[config.mk]
export PLATFORM = sky130hd
export DESIGN_NAME = mft_top
export DESIGN_NICKNAME = d
export VERILOG_FILES = /design/src/mft_pkg.sv /design/src/mft_edge_if.sv /design/src/mft_front.sv /design/src/mft_top.sv
export SDC_FILE = /design/constraint.sdc
export NUM_CORES = 1
export LEC_CHECK = 0
export BUFFER_PORTS_ARGS = -buffer_cell sky130_fd_sc_hd__buf_2
export CORE_ASPECT_RATIO = 1.25
export CORE_MARGIN = 3
export CORE_UTILIZATION = 43
export DETAILED_ROUTE_END_ITERATION = 8
export SLEW_MARGIN = 20
export SYNTH_ARGS = -nofsm -noshare
export SYNTH_HDL_FRONTEND = slang
export SYNTH_SLANG_ARGS = --single-unit
[constraint.sdc]
create_clock -name ref_clk -period 14.8 [get_ports ref_clk]
set_input_delay 0 -clock ref_clk [delete_from_list [all_inputs] [get_ports ref_clk]]
set_output_delay 0 -clock ref_clk [all_outputs]
set_load 0.05 [all_outputs]
[src/mft_pkg.sv]
// Package for the multifunction totalizer and digital I/O block.
// Holds register offsets, field positions, reset values and widths shared by the top, the checker and the bench.
package mft_pkg;
   localparam int ADDR_W = 4;
   localparam int DATA_W = 32;
   localparam int CNT_W = 26;
   localparam int PORT_W = 8;
   localparam int DAC_W = 16;
   localparam logic [3:0] OFF_CTRL = 4'h0;
   localparam logic [3:0] OFF_COUNT = 4'h1;
   localparam logic [3:0] OFF_PORT0_OUT = 4'h2;
   localparam logic [3:0] OFF_PORT1_OUT = 4'h3;
   localparam logic [3:0] OFF_PORT0_IN = 4'h4;
   localparam logic [3:0] OFF_PORT1_IN = 4'h5;
   localparam logic [3:0] OFF_WORD_IN = 4'h6;
   localparam logic [3:0] OFF_DAC0 = 4'h7;
   localparam logic [3:0] OFF_DAC1 = 4'h8;
   localparam logic [3:0] OFF_STATUS = 4'h9;
   localparam logic [3:0] OFF_SCAN_CNT = 4'hA;
   localparam logic [3:0] OFF_SCAN_P0 = 4'hB;
   localparam logic [3:0] OFF_SCAN_P1 = 4'hC;
   // CTRL fields.
   localparam int CTRL_FALL_BIT = 0;
   localparam int CTRL_CLR_BIT = 1;
   localparam int CTRL_SCAN_P0_BIT = 2;
   localparam int CTRL_SCAN_P1_BIT = 3;
   localparam int CTRL_SCAN_RUN_BIT = 4;
   localparam int CTRL_SNAP_BIT = 5;
   // STATUS fields.
   localparam int STAT_GATE_BIT = 0;
   localparam int STAT_REFUSED_BIT = 1;
   localparam int STAT_WRAP_BIT = 2;
   localparam logic [7:0] PORT_OUT_RST = 8'hFF;
   localparam logic [15:0] DAC_RST = 16'h0000;
   localparam logic [31:0] UNMAPPED_VAL = 32'h0000_0000;
   localparam logic [31:0] REFUSED_VAL = 32'hFFFF_FFFF;
   // Timing: fastest input pulse rate against the module clock.
   localparam int CLK_HZ = 20_000_000;
   localparam int MAX_PULSE_HZ = 100_000;
   localparam int CYC_PER_PULSE = CLK_HZ / MAX_PULSE_HZ;
endpackage

[src/mft_edge_if.sv]
// Interface between the input front end and the totalizer core.
// Assumes both sides run on ref_clk.
`timescale 1ns/1ps
`default_nettype none
interface mft_edge_if;
   logic cntEvent;
   logic gateOpen;
   modport front(output cntEvent, output gateOpen);
   modport core(input cntEvent, input gateOpen);
endinterface
`default_nettype wire

[src/mft_front.sv]
// Synchroniser for the count input and the two gates, edge detector for the count input.
// Assumes raw pins are asynchronous to ref_clk.
`timescale 1ns/1ps
`default_nettype none
module mft_front (
   input wire logic ref_clk,
   input wire logic sys_rst,
   input wire logic fallSel,
   input wire logic cntIn,
   input wire logic gateHi,
   input wire logic gateLowN,
   mft_edge_if.front edgeIo
);
   typedef struct packed {
      logic [2:0] s1;
      logic [2:0] s2;
      logic prevIn;
   } mft_front_s;
   mft_front_s st_r, st_nxt;
   logic rise, fall;

   always_comb begin
      st_nxt = st_r;
      st_nxt.s1 = {gateLowN, gateHi, cntIn}; // [RULE11]
      st_nxt.s2 = st_r.s1;
      st_nxt.prevIn = st_r.s2[0];
   end

   always_ff @(posedge ref_clk or posedge sys_rst) begin
      if (sys_rst) begin
         st_r <= '0;
      end else begin
         st_r <= st_nxt;
      end
   end

   assign rise = st_r.s2[0] & ~st_r.prevIn;
   assign fall = ~st_r.s2[0] & st_r.prevIn;
   assign edgeIo.cntEvent = fallSel ? fall : rise; // [RULE2] [RULE11]
   assign edgeIo.gateOpen = st_r.s2[1] & ~st_r.s2[2]; // [RULE3] [RULE4] [RULE5]
endmodule
`default_nettype wire

[src/mft_top.sv]
// Top of the multifunction totalizer, dual digital port and DAC code block.
// Assumes a register master on ref_clk with one-cycle strobes and no waits.
// Function
// [RULE1] 26-bit up counter, 100 kHz pulses, none lost
// [RULE2] Configurable rising or falling count edge
// [RULE3] High gate enables counting while high
// [RULE4] Low gate enables counting while low
// [RULE5] Count only when both gates enable
// [RULE6] Ports and count readable during scans
// [RULE7] Two independent 8-bit ports, in and out
// [RULE8] Outputs open-drain: pull low, release high
// [RULE9] 16-bit combined read, refused if scanned
// [RULE10] Two 16-bit DAC codes to converters
// [RULE11] Synchronise inputs, detect edges on samples
// [RULE12] Reset clears count, releases outputs
//
// Strobed register access and the address map are this design's own decisions.
`timescale 1ns/1ps
`default_nettype none
module mft_top #(
   parameter int CNT_W = mft_pkg::CNT_W,
   parameter int PORT_W = mft_pkg::PORT_W,
   parameter int DAC_W = mft_pkg::DAC_W
) (
   input wire logic ref_clk,
   input wire logic sys_rst,
   input wire logic [mft_pkg::ADDR_W-1:0] regAddr,
   input wire logic [mft_pkg::DATA_W-1:0] regWrData,
   input wire logic regWr,
   input wire logic regRd,
   output logic [mft_pkg::DATA_W-1:0] regRdData,
   input wire logic cntIn,
   input wire logic gateHi,
   input wire logic gateLowN,
   input wire logic [PORT_W-1:0] port0In,
   input wire logic [PORT_W-1:0] port1In,
   output logic [PORT_W-1:0] port0Out,
   output logic [PORT_W-1:0] port0Oe,
   output logic [PORT_W-1:0] port1Out,
   output logic [PORT_W-1:0] port1Oe,
   output logic [DAC_W-1:0] dac0Code,
   output logic [DAC_W-1:0] dac1Code
);
   // ----------------------------------------------------------------
   // State
   // ----------------------------------------------------------------
   typedef struct packed {
      logic [CNT_W-1:0] count;
      logic fallSel;
      logic scanP0;
      logic scanP1;
      logic scanRun;
      logic wrapped;
      logic refused;
      logic [PORT_W-1:0] out0;
      logic [PORT_W-1:0] out1;
      logic [PORT_W-1:0] in0;
      logic [PORT_W-1:0] in1;
      logic [CNT_W-1:0] snapCnt;
      logic [PORT_W-1:0] snapP0;
      logic [PORT_W-1:0] snapP1;
      logic [DAC_W-1:0] dac0;
      logic [DAC_W-1:0] dac1;
      logic [mft_pkg::DATA_W-1:0] rdData;
   } mft_top_s;
   mft_top_s st_r, st_nxt;

   mft_edge_if edgeBus();

   mft_front u_front (
      .ref_clk(ref_clk),
      .sys_rst(sys_rst),
      .fallSel(st_r.fallSel),
      .cntIn(cntIn),
      .gateHi(gateHi),
      .gateLowN(gateLowN),
      .edgeIo(edgeBus.front)
   );

   function automatic logic [mft_pkg::DATA_W-1:0] zext(input logic [31:0] v, input int w);
      logic [31:0] m;
      m = (w >= 32) ? 32'hFFFF_FFFF : ((32'h1 << w) - 32'h1);
      return v & m;
   endfunction

   // ----------------------------------------------------------------
   // Next state
   // ----------------------------------------------------------------
   always_comb begin
      logic [CNT_W-1:0] cntNext;
      logic doWr;
      cntNext = '0;
      doWr = 1'b0;
      st_nxt = st_r;
      // The count path sees one event per clock at most; the front end
      // already turns each 10 us pulse into a single-cycle event.
      cntNext = st_r.count + CNT_W'(1);
      if (edgeBus.cntEvent && edgeBus.gateOpen) begin // [RULE1] [RULE5]
         st_nxt.count = cntNext;
         if (cntNext == '0) begin
            st_nxt.wrapped = 1'b1;
         end
      end
      // Input ports are sampled every clock so both reads see fresh pins.
      st_nxt.in0 = port0In; // [RULE7]
      st_nxt.in1 = port1In;
      doWr = regWr;
      if (doWr) begin
         case (regAddr)
            mft_pkg::OFF_CTRL: begin
               st_nxt.fallSel = regWrData[mft_pkg::CTRL_FALL_BIT]; // [RULE2]
               st_nxt.scanP0 = regWrData[mft_pkg::CTRL_SCAN_P0_BIT];
               st_nxt.scanP1 = regWrData[mft_pkg::CTRL_SCAN_P1_BIT];
               st_nxt.scanRun = regWrData[mft_pkg::CTRL_SCAN_RUN_BIT];
               if (regWrData[mft_pkg::CTRL_CLR_BIT]) begin
                  st_nxt.count = '0;
                  st_nxt.wrapped = 1'b0;
               end
               // Snapshot takes the live values, so a scan reading is coherent.
               if (regWrData[mft_pkg::CTRL_SNAP_BIT]) begin // [RULE6]
                  st_nxt.snapCnt = st_r.count;
                  st_nxt.snapP0 = st_r.in0;
                  st_nxt.snapP1 = st_r.in1;
               end
            end
            mft_pkg::OFF_PORT0_OUT: st_nxt.out0 = regWrData[PORT_W-1:0];
            mft_pkg::OFF_PORT1_OUT: st_nxt.out1 = regWrData[PORT_W-1:0];
            mft_pkg::OFF_DAC0: st_nxt.dac0 = regWrData[DAC_W-1:0]; // [RULE10]
            mft_pkg::OFF_DAC1: st_nxt.dac1 = regWrData[DAC_W-1:0]; // [RULE10]
            mft_pkg::OFF_STATUS: begin
               // Write one to clear; a refusal in the same cycle is a read, not a write.
               if (regWrData[mft_pkg::STAT_REFUSED_BIT]) begin
                  st_nxt.refused = 1'b0;
               end
               if (regWrData[mft_pkg::STAT_WRAP_BIT] && st_nxt.wrapped == st_r.wrapped) begin
                  st_nxt.wrapped = 1'b0;
               end
            end
            default: ;
         endcase
      end
      st_nxt.rdData = '0;
      if (regRd) begin
         case (regAddr)
            mft_pkg::OFF_CTRL: begin
               st_nxt.rdData[mft_pkg::CTRL_FALL_BIT] = st_r.fallSel;
               st_nxt.rdData[mft_pkg::CTRL_SCAN_P0_BIT] = st_r.scanP0;
               st_nxt.rdData[mft_pkg::CTRL_SCAN_P1_BIT] = st_r.scanP1;
               st_nxt.rdData[mft_pkg::CTRL_SCAN_RUN_BIT] = st_r.scanRun;
            end
            mft_pkg::OFF_COUNT: st_nxt.rdData = zext(32'(st_r.count), CNT_W); // [RULE6]
            mft_pkg::OFF_PORT0_OUT: st_nxt.rdData = zext(32'(st_r.out0), PORT_W);
            mft_pkg::OFF_PORT1_OUT: st_nxt.rdData = zext(32'(st_r.out1), PORT_W);
            mft_pkg::OFF_PORT0_IN: st_nxt.rdData = zext(32'(st_r.in0), PORT_W); // [RULE7]
            mft_pkg::OFF_PORT1_IN: st_nxt.rdData = zext(32'(st_r.in1), PORT_W); // [RULE7]
            mft_pkg::OFF_WORD_IN: begin
               if (st_r.scanP0 || st_r.scanP1) begin // [RULE9]
                  st_nxt.rdData = mft_pkg::REFUSED_VAL;
                  st_nxt.refused = 1'b1;
               end else begin
                  st_nxt.rdData = zext(32'({st_r.in1, st_r.in0}), 2 * PORT_W); // [RULE9]
               end
            end
            mft_pkg::OFF_DAC0: st_nxt.rdData = zext(32'(st_r.dac0), DAC_W);
            mft_pkg::OFF_DAC1: st_nxt.rdData = zext(32'(st_r.dac1), DAC_W);
            mft_pkg::OFF_STATUS: begin
               st_nxt.rdData[mft_pkg::STAT_GATE_BIT] = edgeBus.gateOpen;
               st_nxt.rdData[mft_pkg::STAT_REFUSED_BIT] = st_r.refused;
               st_nxt.rdData[mft_pkg::STAT_WRAP_BIT] = st_r.wrapped;
            end
            mft_pkg::OFF_SCAN_CNT: st_nxt.rdData = zext(32'(st_r.snapCnt), CNT_W); // [RULE6]
            mft_pkg::OFF_SCAN_P0: st_nxt.rdData = zext(32'(st_r.snapP0), PORT_W);
            mft_pkg::OFF_SCAN_P1: st_nxt.rdData = zext(32'(st_r.snapP1), PORT_W);
            default: st_nxt.rdData = mft_pkg::UNMAPPED_VAL;
         endcase
      end
   end

   // ----------------------------------------------------------------
   // Registers
   // ----------------------------------------------------------------
   always_ff @(posedge ref_clk or posedge sys_rst) begin
      if (sys_rst) begin
         st_r <= '0; // [RULE12]
         st_r.out0 <= mft_pkg::PORT_OUT_RST; // [RULE12]
         st_r.out1 <= mft_pkg::PORT_OUT_RST;
         st_r.dac0 <= mft_pkg::DAC_RST;
         st_r.dac1 <= mft_pkg::DAC_RST;
      end else begin
         st_r <= st_nxt;
      end
   end

   // ----------------------------------------------------------------
   // Outputs
   // ----------------------------------------------------------------
   // Open-drain: data is always zero, the enable pulls low for a zero bit.
   assign port0Out = '0; // [RULE8]
   assign port1Out = '0;
   assign port0Oe = ~st_r.out0; // [RULE8]
   assign port1Oe = ~st_r.out1; // [RULE8]
   assign dac0Code = st_r.dac0;
   assign dac1Code = st_r.dac1;
   assign regRdData = st_r.rdData;
endmodule
`default_nettype wire

== Word level (Yosys, flattened, before mapping) ==
Cells that the tools add are included.
Word-level totals
  register bits: 177
  input bits: 59
  output and inout port bits: 96
  word-level logic and storage cells: 77
Operators by class
  add/sub/neg operators: 1
  eq/ne operators: 13
  mux-type cells: 24
  bitwise logic cells: 8
  reduce and logical (&&, ||, !) cells: 11
Operator list (number)
  $pmux W27 S11: 1
  $mux W32: 2
  $mux W26: 2
  $mux W48: 1
  $mux W30: 1
  $add A26 B1 Y26 const B: 1
  $logic_not A26 Y1: 1
  $pmux W1 S13: 2
  $pmux W2 S12: 1
  $eq A4 B4 Y1 const B: 5
  $eq A4 B3 Y1 const B: 4
  $mux W8: 2
  $not A8 Y8: 2
  $pmux W1 S12: 1
  $mux W1: 10
  $reduce_and A2 Y1: 5
  $eq A4 B2 Y1 const B: 2
  $eq A4 B1 Y1 const B: 1
  $logic_not A4 Y1: 1
  $and A1 B1 Y1: 3
  $not A1 Y1: 3
  $reduce_and A3 Y1: 1
  $logic_and A1 B1 Y1: 2
  $pmux W1 S2: 1
  other kinds (2): 2

== Longest topological paths before layout ==
  depth after elaboration: 13
  gate-level depth with buffers: 8

== By module ==
From an unflattened synthesis, not the netlist that was laid out.
Unflattened totals
  cell total of the unflattened synthesis: 792
  area total of the unflattened synthesis: 8659.6 um^2
By module, submodules not included
  mft_top: instances 1, cells each 780, area an instance 8451.9 um^2, sequential area each 4149.0 um^2
  mft_front: instances 1, cells each 12, area an instance 207.7 um^2, sequential area each 175.2 um^2

== Worst setup path before layout ==
No wires, ideal clock.
  path kind: register -> register
  from: register st_r[144] (netlist bit)
  to: register st_r[139] (netlist bit)
  data arrival time: 1.902 ns
  path slack: 12.807 ns
  stages on the path, launching flop included: 9
  path buffers: 1
  period minus slack after synthesis: 1.993 ns
  cell sequence: dfrtp_1 -> ha_1 -> and4_1 -> and2_1 -> buf_2 -> nand2_1 -> a32oi_1 -> or4_1 -> o31ai_2
RTL lines
  start: declaration: line mft_top.sv:66  | mft_top_s st_r, st_nxt;
  start signal: assignment: line mft_top.sv:190  | st_r <= st_nxt;

==> run_results.csv <==
group,metric,value,unit
cells_and_area,layout.cells.most_common,"sky130_fd_sc_hd__dfrtp_1",
routing,routed-via-count,6087,
timing,hold_viol_final,0,
cells_and_area,final_layout_size_suffix_gt1_share,31.3,%
routing,detail-route-antenna-nets,0,
timing,count_of_final_setup_violators,0,
yosys,syn_inst,795,
timing,slew_headroom,26.6,%
yosys,synth-async-reset-ratio,100,%
clock_tree,cts_tree,"built",
cells_and_area,fin_area,0.00968,mm²
timing,tns,0,ns
critical_path,worst-endpoint-arrival,2.88,ns
clock_tree,numCtsBuffers,17,
cells_and_area,finish.net_count,920,
die,fp.coreArea,0.0191,mm²
clock_tree,cts.path.max_buffers,2,
yosys,synth_seq_cells,172,
worst_hold_path,hold_path_class,"input pin to flop",
timing,timing.final.crit_share,17.2,%
critical_path,critical_path_buf_inv_count,0,
placed_design,detail_placement_hpwl,14100,µm
die,initial_core_util,44.6,%
die,fp.dieW,132,µm
routing,drt_first_pass_iters,5,
critical_path,critical_path.slowest_cell,"sky130_fd_sc_hd__dfrtp_1",
critical_path,crit_family,"simple AND/OR/NAND/NOR gates",
critical_path,critical-path-max-stage-delay,0.56,ns
global_routing,grt.total_usage,20.0,%
outcome,status,"completed",
placed_design,pre_cts_ws,12.04,ns
cells_and_area,antenna-diode-count,0,
yosys,post_synth_instance_area,0.00850,mm²
power_and_ir_drop,cellPowerDensity,155,mW/mm²
critical_path,criticalPathCategory,"flop to flop",
timing,least_margin_pin_slew,1.10,ns
power_and_ir_drop,leakage,4.34,nW
global_routing,grt_first_pass_wirelength,33800,µm
routing,detail_route.drc_violations,0,
die,top_level_ports,155,
timing,finalWorstSetupSlack,12.26,ns
timing,finalWorstPathRequiredPeriod,2.54,ns
die,chipHeight,163,µm
die,fp.dieArea,0.0215,mm²
timing,fmax,393,MHz
routing,route.detailed.wl_per_inst,18.4,µm
clock_tree,h-tree-depth,4,
cells_and_area,post-route-util,50.8,%
clock_tree,clock_insertion_delay_worst_skew,0.43,ns
run,maxCapViolations,0,
yosys,yosysSeqAreaShare,50.9,%
cells_and_area,fill_cells,1775,
clock_tree,cts.clk_slew.worst_paths,0.07,ns
routing,initialDrtViolationCount,397,
yosys,synthesis.area_per_instance,10.7,µm²
yosys,synth_top_flop_cell,"sky130_fd_sc_hd__dfrtp_1",
clock_tree,postCtsSetupRepairBufs,0,
power_and_ir_drop,largest_vdd_supply_drop,0.0902,mV
timing,fin_hold_ws,0.0439,ns
yosys,number_of_enable_flip_flop_cells_after_synthesis,0,
critical_path,crit_path_cell_trace,"ha_1 > and4_1 > and2_1 > a32oi_1 > or4_1 > o31ai_2",
placed_design,gp_routability_congestion,0.864,
critical_path,required_time_at_the_worst_slack_endpoint,15.13,ns
global_routing,grt_antenna_before_repair,0,
cells_and_area,mostFrequentLayoutCells,"sky130_fd_sc_hd__dfrtp_1 (156), sky130_fd_sc_hd__buf_2 (122), sky130_fd_sc_hd__mux2_2 (85)",
placed_design,port_buffers,122,
routing,routed_wl,20900,µm
global_routing,grt_overflow_total,0,
global_routing,grt_pass1_vias,6027,
critical_path,critPathMaxFanout,10,
yosys,netlist-cell-type-count,61,
cells_and_area,area_growth_syn_to_layout,13.9,%
yosys,yosysWarningCount,0,
global_routing,grt_start_max_net_pins,106,
critical_path,worstSetupEndpointType,"flop",
timing,finClkSkew,0.0102,ns
critical_path,rrSetupSlack,12.26,ns
clock_tree,cts_root_buffer,"sky130_fd_sc_hd__clkbuf_16",
clock_tree,numClockSinks,172,
die,total_number_of_placement_rows,56,
timing,slew_violations,0,
routing,viasPerCell,5.37,
critical_path,worst_setup_path_start_kind,"flop",
placed_design,placedInstanceArea,0.00872,mm²
clock_tree,cts-resized-gates,0,
timing,rsz0062_at_grt,"no",
final cells by class:
type	count	area, µm²	area share [%]
clock buffers	19	453	4.68
clock inverters	12	135	1.40
inverters	20	80.1	0.827
multi-input cells	485	3340	34.5
flip-flops and latches	172	4320	44.7
well taps	261	327	3.37
repair buffers	164	1020	10.5
power breakdown:
group | internal, mW | switching [mW]
combinational | 0.134 | 0.242
sequential | 0.574 | 0.107
clock | 0.258 | 0.189
repair_timing:
action / in CTS / in global routing
hold buffers: 37 / 0
endpoints found under the setup margin: 0 / 0
hold endpoints to repair: 179 / 0
tightest hold or removal path, delay by kind of cell:
kind                   cells  cell delay, ns
buffers and inverters      1            0.16
multiplexers               1            0.15
AND/OR/NAND/NOR            1            0.13
worst paths after layout:
path / end / cells after the start / startpoint
worst max register to register: st_r[139] / 6 / st_r[145]
worst min register to register: u_front.st_r[3] / 0 / u_front.st_nxt[3]
worst max-delay path: st_r[139] / 6 / st_r[145]
max in group asynchronous: u_front.st_nxt[3] / 4 / sys_rst
min in group asynchronous: dac0Code[4] / 3 / sys_rst
worst min-delay path: st_r[77] / 3 / regWr
cell families after synthesis:
logic type / Yosys count / share of synthesized area (%)
mux: 97 / 12.7
buf+inv: 153 / 10.6
fa+ha+maj: 1 / 0.147
flops: 172 / 50.9
compound gates: 132 / 10.8
other cells: 1 / 0.0441
xor+xnor: 27 / 2.78
simple gates: 212 / 12.0
through the flow:
step / std cells / total power [mW]
final: 1133 / 1.50
after global routing: 1133 / 1.58
after CTS: 1133 / 1.51
after detailed placement: 1065 / 1.06
after global placement: 1065 / 1.05
after floorplan: 810 / 0.999
registers in the layout, summed over array words and instances (netlist names):
register        flops
u_front.st_r        3
dac0Code           16
u_front.st_nxt      4
regRdData          27
dac1Code           16
st_r              106
synth_stat cells, types with 13 or more instances:
cell | n | area, µm²
sky130_fd_sc_hd__buf_4 | 82 | 616
sky130_fd_sc_hd__nand2_1 | 60 | 225
sky130_fd_sc_hd__dfrtp_1 | 156 | 3900
sky130_fd_sc_hd__a31oi_1 | 17 | 106
sky130_fd_sc_hd__nand3_1 | 24 | 120
sky130_fd_sc_hd__buf_2 | 18 | 90.1
sky130_fd_sc_hd__xor2_1 | 15 | 131
sky130_fd_sc_hd__mux2_2 | 85 | 957
sky130_fd_sc_hd__inv_1 | 19 | 71.3
sky130_fd_sc_hd__o21ai_0 | 38 | 190
sky130_fd_sc_hd__a21oi_1 | 13 | 65.1
sky130_fd_sc_hd__a221oi_1 | 17 | 149
sky130_fd_sc_hd__dfstp_2 | 16 | 420
sky130_fd_sc_hd__clkbuf_1 | 30 | 113
sky130_fd_sc_hd__nor2_1 | 61 | 229
per-layer routing:
metal | track usage (%) | vias up | wire length, µm
met1 | 26.1 | 3041 | 9090
met2 | 32.9 | 177 | 10300
met3 | 3.88 | 35 | 946
met5 | 0 | - | 0
met4 | 7.93 | 0 | 558
li1 | - | 2834 | -
Note: power is estimated with default switching activity, not from simulation.
